### src/rtl/rq_pkg.sv
// shared constants of the radio byte queues and their serial link
package rq_pkg;
  localparam logic [6:0] ADDR_INT_STATUS = 7'h03;
  localparam logic [6:0] ADDR_INT_ENABLE = 7'h05;
  localparam logic [6:0] ADDR_MODE       = 7'h07;
  localparam logic [6:0] ADDR_CTRL2      = 7'h08;
  localparam logic [6:0] ADDR_TX_EXIT    = 7'h0B;
  localparam logic [6:0] ADDR_PKT_LEN    = 7'h3E;
  localparam logic [6:0] ADDR_TX_FULL    = 7'h7C;
  localparam logic [6:0] ADDR_TX_EMPTY   = 7'h7D;
  localparam logic [6:0] ADDR_RX_FULL    = 7'h7E;
  localparam logic [6:0] ADDR_QUEUE      = 7'h7F;
  localparam logic [6:0] QUEUE_DEPTH     = 7'h40;
  localparam logic [7:0] RST_MODE        = 8'h01;
  localparam logic [7:0] RST_CTRL2       = 8'h00;
  localparam logic [7:0] RST_PKT_LEN     = 8'h00;
  localparam logic [5:0] RST_TX_FULL     = 6'h37;
  localparam logic [5:0] RST_TX_EMPTY    = 6'h04;
  localparam logic [5:0] RST_RX_FULL     = 6'h37;
  localparam int         MODE_READY      = 0;
  localparam int         MODE_TXON       = 3;
  localparam int         CTRL2_FLUSH_TX  = 0;
  localparam int         CTRL2_FLUSH_RX  = 1;
  localparam int         ST_TX_FULL      = 0;
  localparam int         ST_TX_EMPTY     = 1;
  localparam int         ST_RX_FULL      = 2;
  localparam int         ST_PKT_SENT     = 3;
  localparam logic [2:0] H_START         = 3'h0;
  localparam logic [2:0] H_XFER          = 3'h1;
  localparam logic [2:0] H_STOP          = 3'h2;
  localparam logic [2:0] H_STATUS        = 3'h3;
  localparam logic [2:0] H_RDATA         = 3'h4;
  localparam logic [2:0] H_INT_STATUS    = 3'h5;
  localparam logic [2:0] H_INT_MASK      = 3'h6;
  localparam int         CLK_NS          = 4;
  localparam int         LINK_HALF_NS    = 64;
  localparam int         LINK_HALF_CYC   = LINK_HALF_NS / CLK_NS;
  localparam int         BYTE_CYC        = 64;
  typedef enum logic [2:0] {
    RQ_STANDBY = 3'h1,
    RQ_READY   = 3'h2,
    RQ_TX      = 3'h4
  } rq_state_t;
  typedef enum logic [2:0] {
    RQ_H_IDLE = 3'h1,
    RQ_H_LOW  = 3'h2,
    RQ_H_HIGH = 3'h4
  } rq_hstate_t;
endpackage

### src/rtl/rq_link_if.sv
// serial register link between host controller and radio queues
`timescale 1ns/1ns
interface rq_link_if;
  logic sck;
  logic mosi;
  logic nsel_low;
  logic miso;
  logic miso_oe;
  logic event_request_line_low;
  modport device (
    input  sck,
    input  mosi,
    input  nsel_low,
    output miso,
    output miso_oe,
    output event_request_line_low
  );
  modport host (
    output sck,
    output mosi,
    output nsel_low,
    input  miso,
    input  event_request_line_low
  );
endinterface

### src/rtl/rq_device.sv
// device end: serial slave, registers, byte queues, transmit engine
//
// Design decision made here: the plain strobed port.
`timescale 1ns/1ns
module rq_device #(
  parameter int BYTE_CYCLES = rq_pkg::BYTE_CYC
) (
  input  wire logic         clk,
  input  wire logic         rstn,
  rq_link_if.device         link,
  output logic [7:0]        modem_tx_data,
  output logic              modem_tx_strobe,
  input  wire logic [7:0]   modem_rx_data,
  input  wire logic         modem_rx_strobe,
  output rq_pkg::rq_state_t radio_state
);
  localparam int TW = $clog2(BYTE_CYCLES + 1);
  localparam logic [TW-1:0] TICK_LOAD = TW'(BYTE_CYCLES - 1);

  function automatic logic lvl_up(logic [6:0] a, logic [6:0] b,
                                  logic [5:0] t);
    return (a < {1'b0, t}) && (b >= {1'b0, t});
  endfunction

  logic [2:0]    sck_s, mosi_s, nsel_s;
  logic          sck_f, mosi_f, nsel_f, sck_q;
  logic [2:0]    bit_cnt;
  logic [7:0]    shift_in, shift_out;
  logic          first_reg, rw_reg, miso_reg, miso_oe_reg;
  logic [6:0]    addr_reg;
  logic [7:0]    int_status_reg, int_en_reg, mode_reg, ctrl2_reg;
  logic [7:0]    exit_reg, pklen_reg, sent_reg;
  logic [5:0]    txf_thr_reg, txe_thr_reg, rxf_thr_reg;
  logic [7:0]    txq_mem [64];
  logic [7:0]    rxq_mem [64];
  logic [5:0]    txq_wr, txq_rd, rxq_wr, rxq_rd;
  logic [6:0]    txq_cnt, rxq_cnt;
  logic [TW-1:0] tick_cnt;
  logic          irq_n_reg;

  // link pins: a change counts once second and third stage agree
  always_ff @(posedge clk) begin
    if (!rstn) begin
      sck_s  <= 3'h0;
      mosi_s <= 3'h0;
      nsel_s <= 3'h7;
      sck_f  <= 1'b0;
      mosi_f <= 1'b0;
      nsel_f <= 1'b1;
      sck_q  <= 1'b0;
    end else begin
      sck_s  <= {sck_s[1:0], link.sck};
      mosi_s <= {mosi_s[1:0], link.mosi};
      nsel_s <= {nsel_s[1:0], link.nsel_low};
      if (sck_s[1] == sck_s[2]) sck_f <= sck_s[2];
      if (mosi_s[1] == mosi_s[2]) mosi_f <= mosi_s[2];
      if (nsel_s[1] == nsel_s[2]) nsel_f <= nsel_s[2];
      sck_q <= sck_f;
    end
  end

  wire       sel       = ~nsel_f;
  wire       sck_rise  = sel & sck_f & ~sck_q;
  wire       sck_fall  = sel & ~sck_f & sck_q;
  wire       byte_done = sck_rise & (bit_cnt == 3'h7);
  wire [7:0] rx_byte   = {shift_in[6:0], mosi_f};
  wire       spi_wr    = byte_done & ~first_reg & rw_reg;
  wire       spi_rd    = byte_done & (first_reg ? ~rx_byte[7] : ~rw_reg);
  // the queue port holds its address across a burst
  wire [6:0] addr_inc  = (addr_reg == rq_pkg::ADDR_QUEUE) ? addr_reg
                         : addr_reg + 7'h01;
  wire [6:0] rd_addr   = first_reg ? rx_byte[6:0] : addr_inc;
  wire       wr_queue  = spi_wr & (addr_reg == rq_pkg::ADDR_QUEUE);
  wire       flush_tx  = ctrl2_reg[rq_pkg::CTRL2_FLUSH_TX];
  wire       flush_rx  = ctrl2_reg[rq_pkg::CTRL2_FLUSH_RX];

  // a queue byte leaves only once its byte has really been clocked out,
  // so ending a burst never loses the byte that was staged next
  wire       rxq_pop   = byte_done & ~first_reg & ~rw_reg & ~flush_rx &
                         (addr_reg == rq_pkg::ADDR_QUEUE) &
                         (rxq_cnt != 7'h00);
  wire [6:0] rxq_left  = rxq_cnt - {6'h00, rxq_pop};
  wire [7:0] rxq_peek  = (rxq_left == 7'h00 || flush_rx) ? 8'h00
                         : rxq_mem[rxq_rd + {5'h00, rxq_pop}];
  wire [7:0] rd_val    =
    (rd_addr == rq_pkg::ADDR_INT_STATUS) ? int_status_reg :
    (rd_addr == rq_pkg::ADDR_INT_ENABLE) ? int_en_reg :
    (rd_addr == rq_pkg::ADDR_MODE)       ? mode_reg :
    (rd_addr == rq_pkg::ADDR_CTRL2)      ? ctrl2_reg :
    (rd_addr == rq_pkg::ADDR_TX_EXIT)    ? exit_reg :
    (rd_addr == rq_pkg::ADDR_PKT_LEN)    ? pklen_reg :
    (rd_addr == rq_pkg::ADDR_TX_FULL)    ? {2'h0, txf_thr_reg} :
    (rd_addr == rq_pkg::ADDR_TX_EMPTY)   ? {2'h0, txe_thr_reg} :
    (rd_addr == rq_pkg::ADDR_RX_FULL)    ? {2'h0, rxf_thr_reg} :
    (rd_addr == rq_pkg::ADDR_QUEUE)      ? rxq_peek : 8'h00;

  always_ff @(posedge clk) begin
    if (!rstn || !sel) begin
      bit_cnt     <= 3'h0;
      shift_in    <= 8'h00;
      shift_out   <= 8'h00;
      first_reg   <= 1'b1;
      rw_reg      <= 1'b0;
      addr_reg    <= 7'h00;
      miso_reg    <= 1'b0;
      miso_oe_reg <= 1'b0;
    end else begin
      miso_oe_reg <= 1'b1;
      if (sck_rise) begin
        bit_cnt  <= bit_cnt + 3'h1;
        shift_in <= rx_byte;
      end
      if (byte_done && first_reg) begin
        first_reg <= 1'b0;
        rw_reg    <= rx_byte[7];
        addr_reg  <= rx_byte[6:0];
      end else if (byte_done) begin
        addr_reg <= addr_inc;
      end
      if (spi_rd) begin
        shift_out <= rd_val;
      end else if (sck_fall) begin
        miso_reg  <= shift_out[7];
        shift_out <= {shift_out[6:0], 1'b0};
      end
    end
  end

  // transmit engine: one byte per tick while transmit is on
  wire       tx_on     = mode_reg[rq_pkg::MODE_TXON];
  wire       tick      = tx_on & (tick_cnt == '0);
  wire       txq_pop   = tick & (txq_cnt != 7'h00) & ~flush_tx;
  wire       txq_push  = wr_queue & ~flush_tx &
                         (txq_cnt != rq_pkg::QUEUE_DEPTH);
  wire       rxq_push  = modem_rx_strobe & ~flush_rx &
                         (rxq_cnt != rq_pkg::QUEUE_DEPTH);
  wire       pkt_end   = txq_pop & (pklen_reg != 8'h00) &
                         (sent_reg + 8'h01 == pklen_reg);
  wire       empty_end = tick & (txq_cnt == 7'h00) &
                         exit_reg[0];
  wire [6:0] txq_next  = flush_tx ? 7'h00
                         : txq_cnt + {6'h00, txq_push} - {6'h00, txq_pop};
  wire [6:0] rxq_next  = flush_rx ? 7'h00
                         : rxq_cnt + {6'h00, rxq_push} - {6'h00, rxq_pop};
  wire [3:0] events    = {
    pkt_end,
    ~flush_rx & lvl_up(rxq_cnt, rxq_next, rxf_thr_reg),
    ~flush_tx & lvl_up(txq_next, txq_cnt, txe_thr_reg),
    lvl_up(txq_cnt, txq_next, txf_thr_reg)
  };
  wire       w_status  = spi_wr & (addr_reg == rq_pkg::ADDR_INT_STATUS);
  wire [7:0] status_next = (int_status_reg & ~(w_status ? rx_byte : 8'h00))
                           | {4'h0, events};
  wire       w_mode    = spi_wr & (addr_reg == rq_pkg::ADDR_MODE);
  // a host mode write in the same cycle as a packet end wins
  wire [7:0] mode_next = w_mode ? rx_byte
                         : (pkt_end | empty_end)
                         ? (mode_reg & ~(8'h01 << rq_pkg::MODE_TXON))
                         : mode_reg;

  always_ff @(posedge clk) begin
    if (!rstn) begin
      int_status_reg <= 8'h00;
      int_en_reg     <= 8'h00;
      mode_reg       <= rq_pkg::RST_MODE;
      ctrl2_reg      <= rq_pkg::RST_CTRL2;
      exit_reg       <= 8'h00;
      pklen_reg      <= rq_pkg::RST_PKT_LEN;
      txf_thr_reg    <= rq_pkg::RST_TX_FULL;
      txe_thr_reg    <= rq_pkg::RST_TX_EMPTY;
      rxf_thr_reg    <= rq_pkg::RST_RX_FULL;
    end else begin
      int_status_reg <= status_next;
      mode_reg       <= mode_next;
      if (spi_wr) begin
        case (addr_reg)
          rq_pkg::ADDR_INT_ENABLE: int_en_reg  <= rx_byte;
          rq_pkg::ADDR_CTRL2:      ctrl2_reg   <= rx_byte;
          rq_pkg::ADDR_TX_EXIT:    exit_reg    <= {7'h00, rx_byte[0]};
          rq_pkg::ADDR_PKT_LEN:    pklen_reg   <= rx_byte;
          rq_pkg::ADDR_TX_FULL:    txf_thr_reg <= rx_byte[5:0];
          rq_pkg::ADDR_TX_EMPTY:   txe_thr_reg <= rx_byte[5:0];
          rq_pkg::ADDR_RX_FULL:    rxf_thr_reg <= rx_byte[5:0];
          default: ;
        endcase
      end
    end
  end

  // queues: flush holds pointers and counts at zero while set
  always_ff @(posedge clk) begin
    if (!rstn || flush_tx) begin
      txq_wr  <= 6'h00;
      txq_rd  <= 6'h00;
      txq_cnt <= 7'h00;
    end else begin
      txq_cnt <= txq_next;
      if (txq_push) txq_wr <= txq_wr + 6'h01;
      if (txq_pop) txq_rd <= txq_rd + 6'h01;
    end
  end

  always_ff @(posedge clk) begin
    if (!rstn || flush_rx) begin
      rxq_wr  <= 6'h00;
      rxq_rd  <= 6'h00;
      rxq_cnt <= 7'h00;
    end else begin
      rxq_cnt <= rxq_next;
      if (rxq_push) rxq_wr <= rxq_wr + 6'h01;
      if (rxq_pop) rxq_rd <= rxq_rd + 6'h01;
    end
  end

  always_ff @(posedge clk) begin
    if (txq_push) txq_mem[txq_wr] <= rx_byte;
    if (rxq_push) rxq_mem[rxq_wr] <= modem_rx_data;
  end

  always_ff @(posedge clk) begin
    if (!rstn) begin
      tick_cnt        <= TICK_LOAD;
      sent_reg        <= 8'h00;
      modem_tx_data   <= 8'h00;
      modem_tx_strobe <= 1'b0;
      radio_state     <= rq_pkg::RQ_READY;
      irq_n_reg       <= 1'b1;
    end else begin
      tick_cnt        <= (!tx_on || tick) ? TICK_LOAD : tick_cnt - 1'b1;
      modem_tx_strobe <= txq_pop;
      if (txq_pop) modem_tx_data <= txq_mem[txq_rd];
      if (!tx_on || pkt_end) sent_reg <= 8'h00;
      else if (txq_pop) sent_reg <= sent_reg + 8'h01;
      if (mode_next[rq_pkg::MODE_TXON]) radio_state <= rq_pkg::RQ_TX;
      else if (mode_next[rq_pkg::MODE_READY]) radio_state <= rq_pkg::RQ_READY;
      else radio_state <= rq_pkg::RQ_STANDBY;
      irq_n_reg <= ~|(status_next & int_en_reg);
    end
  end

  assign link.miso                   = miso_reg;
  assign link.miso_oe                = miso_oe_reg;
  assign link.event_request_line_low = irq_n_reg;
endmodule

### src/flat_wrapper.sv
// flat-port wrapper written by rule: the top's interface ports become plain ports
module rq_device_flat 
#(
  parameter int BYTE_CYCLES = rq_pkg::BYTE_CYC
)
  (clk, rstn, modem_tx_data, modem_tx_strobe, modem_rx_data, modem_rx_strobe, radio_state, link_sck, link_mosi, link_nsel_low, link_miso, link_miso_oe, link_event_request_line_low);
  rq_link_if link_i ();
  input  wire logic clk;
  input  wire logic rstn;
  output logic [7:0] modem_tx_data;
  output logic modem_tx_strobe;
  input  wire logic [7:0] modem_rx_data;
  input  wire logic modem_rx_strobe;
  output rq_pkg::rq_state_t radio_state;
  input wire logic [$bits(link_i.sck)-1:0] link_sck;
  input wire logic [$bits(link_i.mosi)-1:0] link_mosi;
  input wire logic [$bits(link_i.nsel_low)-1:0] link_nsel_low;
  output wire logic [$bits(link_i.miso)-1:0] link_miso;
  output wire logic [$bits(link_i.miso_oe)-1:0] link_miso_oe;
  output wire logic [$bits(link_i.event_request_line_low)-1:0] link_event_request_line_low;
  assign link_i.sck = link_sck;
  assign link_i.mosi = link_mosi;
  assign link_i.nsel_low = link_nsel_low;
  assign link_miso = link_i.miso;
  assign link_miso_oe = link_i.miso_oe;
  assign link_event_request_line_low = link_i.event_request_line_low;
  rq_device #(.BYTE_CYCLES(BYTE_CYCLES)) u_core (.clk(clk), .rstn(rstn), .link(link_i), .modem_tx_data(modem_tx_data), .modem_tx_strobe(modem_tx_strobe), .modem_rx_data(modem_rx_data), .modem_rx_strobe(modem_rx_strobe), .radio_state(radio_state));
endmodule
### config.mk
export PLATFORM = sky130hd
export DESIGN_NAME = rq_device_flat
export DESIGN_NICKNAME = d
export VERILOG_FILES = /design/src/rtl/rq_pkg.sv /design/src/rtl/rq_link_if.sv /design/src/rtl/rq_device.sv /design/src/flat_wrapper.sv
export SDC_FILE = /design/constraint.sdc
export NUM_CORES = 2
export LEC_CHECK = 0
export ABC_CLOCK_PERIOD_IN_PS = 6150
export BUFFER_PORTS_ARGS = -buffer_cell sky130_fd_sc_hd__buf_4
export CORE_MARGIN = 1.5
export CORE_UTILIZATION = 45
export DETAILED_ROUTE_END_ITERATION = 8
export GPL_TIMING_DRIVEN = 0
export PLACE_DENSITY = 0.63
export SKIP_LAST_GASP = 1
export SLEW_MARGIN = 0
export SYNTH_ARGS = -nofsm -noshare
export SYNTH_HDL_FRONTEND = slang
export SYNTH_SLANG_ARGS = --single-unit
### constraint.sdc
create_clock -name clk -period 6.15 [get_ports clk]
set_clock_uncertainty 0.15 [all_clocks]
set_input_delay 0.615 -clock clk [delete_from_list [all_inputs] [get_ports clk]]
set_output_delay 0.615 -clock clk [all_outputs]
set_load 0.01 [all_outputs]
==> report_table.html <==
<table>
<tr><th>Metric</th><th>Value</th></tr>
<tr><th colspan="2">Run status</th></tr>
<tr><td>Status</td><td>complete, but fails checks</td></tr>
<tr><td>Violations in the final reports</td><td>negative setup slack</td></tr>
<tr><th colspan="2">Global route</th></tr>
<tr><td>Aggregate global routing overflow</td><td>0</td></tr>
<tr><td>GR Util met3</td><td>4.823%</td></tr>
<tr><td>Busiest layer in global routing</td><td>met2</td></tr>
<tr><td>Vias in the first global route</td><td>31.16k</td></tr>
<tr><td>GR met2 Demand/Resource</td><td>40.11%</td></tr>
<tr><td>First-pass GRT wire length</td><td>219,100 um</td></tr>
<tr><td>Pin count of the biggest net entering global routing</td><td>65</td></tr>
<tr><td>Global router's overall resource usage</td><td>26.28%</td></tr>
<tr><td>Number of antenna violations at the first check in global routing</td><td>2</td></tr>
<tr><td>Met1 Use GR</td><td>36.64%</td></tr>
<tr><th colspan="2">CTS</th></tr>
<tr><td>Number of buffers on the longest clock path</td><td>3</td></tr>
<tr><td>H-tree depth reported by CTS</td><td>3</td></tr>
<tr><td>Later-pin clock latency in the skew report</td><td>0.75 ns</td></tr>
<tr><td>Clock tree from TritonCTS</td><td>done</td></tr>
<tr><td>Cell at the root of the clock tree</td><td>sky130_fd_sc_hd__clkbuf_16</td></tr>
<tr><td>Worst-path clk slew</td><td>0.06 ns</td></tr>
<tr><td>Inserted Clock Buffers</td><td>121</td></tr>
<tr><td>TritonCTS sink count</td><td>1,190</td></tr>
<tr><th colspan="2">Cells and area</th></tr>
<tr><td>Share of the core filled with cells</td><td>51.56%</td></tr>
<tr><td>Total number of nets in the final design</td><td>3,735</td></tr>
<tr><td>Fin cells</td><td>5,247</td></tr>
<tr><td>Layout filler cell count</td><td>9,271</td></tr>
<tr><td>Fraction of final layout cells with drive strength greater than 1</td><td>15.62%</td></tr>
<tr><td>Registers with the most flip-flops</td><td>u_core.rxq_mem (512), u_core.txq_mem (512)</td></tr>
<tr><td>Area Growth Syn to Fin</td><td>13.06%</td></tr>
<tr><th colspan="2">Synth</th></tr>
<tr><td>Top cell type by total area after synthesis</td><td>sky130_fd_sc_hd__edfxtp_1</td></tr>
<tr><td>Dominant cells by area after synthesis</td><td>sky130_fd_sc_hd__edfxtp_1 (61%), sky130_fd_sc_hd__mux4_2 (8.0%), sky130_fd_sc_hd__dfxtp_1 (6.6%), sky130_fd_sc_hd__nand2_1 (3.0%), sky130_fd_sc_hd__nor2_1 (1.9%)</td></tr>
<tr><td>Top FF cell, synth</td><td>sky130_fd_sc_hd__edfxtp_1</td></tr>
<tr><td>Flop and latch count out of synthesis</td><td>1,190</td></tr>
<tr><td>FFs w/ async S/R, synth</td><td>0%</td></tr>
<tr><td>Top-area cell type share of the netlist area</td><td>60.67%</td></tr>
<tr><td>Post-synthesis instance area</td><td>0.05068 mm^2</td></tr>
<tr><td>Count of mapped cells out of synthesis</td><td>3,488</td></tr>
<tr><td>Most common cell in the synthesized netlist</td><td>sky130_fd_sc_hd__edfxtp_1</td></tr>
<tr><td>Ys Warns</td><td>0</td></tr>
<tr><td>EDFF count, synth</td><td>1,024</td></tr>
<tr><td>Netlist cell types</td><td>100</td></tr>
<tr><td>Top cell types by occurrence after synthesis</td><td>sky130_fd_sc_hd__edfxtp_1 (1,024), sky130_fd_sc_hd__nand2_1 (404), sky130_fd_sc_hd__nor2_1 (258)</td></tr>
<tr><td>Syn Nets</td><td>3,572</td></tr>
<tr><td>Part of the Yosys area used for sequential elements</td><td>67.23%</td></tr>
<tr><td>Mean post-synth cell area</td><td>14.53 um^2</td></tr>
<tr><th colspan="2">Drt</th></tr>
<tr><td>Drt pass-1 iters</td><td>8</td></tr>
<tr><td>Detailed-route via count</td><td>32.47k</td></tr>
<tr><td>DRC marker count from the first detailed-route iteration</td><td>4,391</td></tr>
<tr><td>Via density per instance</td><td>6.188</td></tr>
<tr><td>Antenna viol nets, final</td><td>0</td></tr>
<tr><td>Aggregate routed wire length</td><td>152,700 um</td></tr>
<tr><td>Wire length per cell after detailed routing</td><td>29.10 um</td></tr>
<tr><td>Residual DRC</td><td>0</td></tr>
<tr><th colspan="2">Timing</th></tr>
<tr><td>Total negative slack</td><td>-0.5014 ns</td></tr>
<tr><td>Minimum period implied by the final worst setup slack</td><td>6.385 ns</td></tr>
<tr><td>Final Max Tran Viols</td><td>0</td></tr>
<tr><td>Post-route clock period utilization</td><td>103.8%</td></tr>
<tr><td>Setup repair after global routing missed its margin</td><td>yes</td></tr>
<tr><td>Max-Slew Margin vs Limit</td><td>9.620%</td></tr>
<tr><td>Final hold violation count</td><td>0</td></tr>
<tr><td>Final setup fails</td><td>6</td></tr>
<tr><td>Fmax</td><td>156.6 MHz</td></tr>
<tr><td>Least setup slack across all paths after layout</td><td>-0.2352 ns</td></tr>
<tr><td>Actual transition at the worst max-transition pin</td><td>1.351 ns</td></tr>
<tr><th colspan="2">Placement</th></tr>
<tr><td>Weighted congestion at the end of routability-driven global placement</td><td>1.006</td></tr>
<tr><td>DP Wirelength</td><td>102,400 um</td></tr>
<tr><td>Count of buffers inserted at the top-level ports</td><td>28</td></tr>
<tr><td>DP Cell Count</td><td>5,013</td></tr>
<tr><th colspan="2">Setup path</th></tr>
<tr><td>Cell-by-cell listing of the critical path</td><td>buf_2, clkinvlp_4, clkbuf_1, clkbuf_1, nor2_1, ha_1, xor2_2, and2_1, clkbuf_1, clkbuf_1, nand3_1, a41oi_1, a2111oi_1, clkdlybuf4s18_2, o211a_1</td></tr>
<tr><td>Max incr delay on CP</td><td>0.97 ns</td></tr>
<tr><td>Crit-path leading delay family</td><td>buffers and inverters</td></tr>
<tr><td>Worst setup EP type</td><td>register</td></tr>
<tr><td>Critical path type</td><td>reg -&gt; reg</td></tr>
<tr><td>Critical R2R Launch</td><td>u_core.rxq_rd[0]$_SDFFE_PP0P_</td></tr>
<tr><td>Crit path max fanout</td><td>10</td></tr>
<tr><td>R2R setup slack</td><td>-0.24 ns</td></tr>
<tr><td>Buffers plus inverters on the worst setup path</td><td>7</td></tr>
<tr><td>CP startpoint kind</td><td>register</td></tr>
<tr><td>Data arrival time of the critical path</td><td>6.87 ns</td></tr>
<tr><td>Setup crit start</td><td>u_core.rxq_rd[0]$_SDFFE_PP0P_</td></tr>
<tr><td>Register-to-Register Path Depth</td><td>15</td></tr>
<tr><td>Crit-path slowest cell</td><td>sky130_fd_sc_hd__clkbuf_1</td></tr>
<tr><td>Cell seen most often among critical-path stages</td><td>sky130_fd_sc_hd__clkbuf_1</td></tr>
<tr><td>Critical path data required time</td><td>6.63 ns</td></tr>
<tr><td>Critical path depth in cells</td><td>15</td></tr>
<tr><th colspan="2">Pwr</th></tr>
<tr><td>Total leakage power</td><td>19.04 nW</td></tr>
<tr><td>Maximum vdd ir drop</td><td>0.2749 mV</td></tr>
<tr><td>Total power divided by cell area</td><td>297.3 mW/mm^2</td></tr>
<tr><td>Fraction of power spent switching nets</td><td>21.30%</td></tr>
<tr><td>Portion of total power attributed to combinational logic</td><td>3.3%</td></tr>
<tr><td>Share of total power in sequential cells</td><td>51.5%</td></tr>
<tr><td>Switching Power</td><td>3.628 mW</td></tr>
<tr><td>Cell Int Power</td><td>13.41 mW</td></tr>
<tr><td>Relative contribution of the clock network to total power</td><td>45.2%</td></tr>
<tr><th colspan="2">Floorplan</th></tr>
<tr><td>Floorplan die height</td><td>338.6 um</td></tr>
<tr><td>Overall die area</td><td>0.1147 mm^2</td></tr>
<tr><td>Io pins</td><td>29</td></tr>
<tr><td>Core Region</td><td>0.1111 mm^2</td></tr>
<tr><td>Width of the chip</td><td>338.6 um</td></tr>
<tr><td>Starting utilization of the core area</td><td>45.61%</td></tr>
<tr><td>Number of rows created at floorplan</td><td>122</td></tr>
<tr><th colspan="2">Min path</th></tr>
<tr><td>WHS Path Cells</td><td>1</td></tr>
<tr><td>Startpoint of the tightest hold check path</td><td>u_core.tick_cnt[0]$_SDFF_PP1_</td></tr>
<tr><td>Hold crit path type</td><td>reg -&gt; reg</td></tr>
<tr><th colspan="2">Run</th></tr>
<tr><td>Maxcap violations</td><td>0</td></tr>
</table>
==> metal layers <==
| metal | wire length (um) | vias up |
|---|---|---|
| met5 | 11 | - |
| met4 | 8313 | 2 |
| met3 | 14710 | 457 |
| met2 | 68140 | 1895 |
| met1 | 61500 | 16260 |
| li1 | - | 13860 |
==> repair_timing <==
action                                  CTS  global route
gates resized for setup                  30            14
buffers inserted                          1             0
hold buffers                              3             0
pin swaps                                 1             0
endpoints found under the setup margin    8             7
endpoints found under the hold margin     3             0
==> worst paths after layout <==
| check | end |
|---|---|
| worst min register to register | u_core.tick_cnt[0]$_SDFF_PP1_ |
| worst max-delay path | u_core.shift_out[0]$_SDFFE_PN0P_ |
| worst max register to register | u_core.shift_out[0]$_SDFFE_PN0P_ |
| worst min-delay path | u_core.tick_cnt[0]$_SDFF_PP1_ |
==> cells in the final DEF, fill, tap and decap left out, drive strengths merged, types with 25 or more instances in the layout <==
master and count:
edfxtp 1024, nand2 407, clkbuf 293, nor2 263, mux4 181, dfxtp 166
buf 129, mux2i 91, a21oi 84, nand3 82, o21ai 82, ha 68
and3 63, a31oi 63, nor3 57, a211oi 53, inv 52, clkinv 52
a22oi 31, xnor2 29, o22ai 28, xor2 27, a32oi 25
==> final cells by class <==
class	instances	area [um^2]	share of cell area, %
Antenna cell	1	2.502	0.004367
Timing Repair Buffer	41	432.9	0.7555
Clock inverter	76	934.6	1.631
Inverter	52	198.9	0.3472
Multi-Input combinational cell	2014	15490	27.03
Tap cell	1488	1862	3.249
Sequential cell	1190	34080	59.48
Buffer	231	1042	1.819
Clock buffer	154	3257	5.684
==> logic make-up after synthesis <==
logic type	synth area share (%)
adder cells (fa/ha/maj)	1.758
multiplexers	10.31
AND/OR/NAND/NOR	9.766
flip-flops	67.23
buffers and inverters	2.387
XOR/XNOR	0.9974
AO/OA/AOI/OAI	7.559
==> stage by stage <==
step           instance area [um^2]  hold WS [ns]  setup slack (ns)  total power, mW
5_1_grt                       57300        0.3001          -0.05921            17.47
6_report                      57300        0.2655           -0.2352            17.04
3_3_place_gp                  52760        0.2501            -1.922            9.490
3_5_place_dp                  52960        0.2497            -1.423            9.498
4_1_cts                       57260        0.2305          0.002135            17.09
2_1_floorplan                 50680        0.2343             1.537            9.281
==> power by group through the flow <==
| stage | Combinational, mW | Sequential, mW | Clock [mW] |
|---|---|---|---|
| 3_3_place_gp | 0.537 | 8.95 | 0 |
| 6_report | 0.559 | 8.78 | 7.69 |
| 5_1_grt | 0.607 | 8.78 | 8.08 |
| 3_5_place_dp | 0.546 | 8.95 | 0 |
| 2_1_floorplan | 0.344 | 8.94 | 0 |
| 4_1_cts | 0.553 | 8.78 | 7.75 |
No activity file was read; power rests on OpenSTA's default activity.
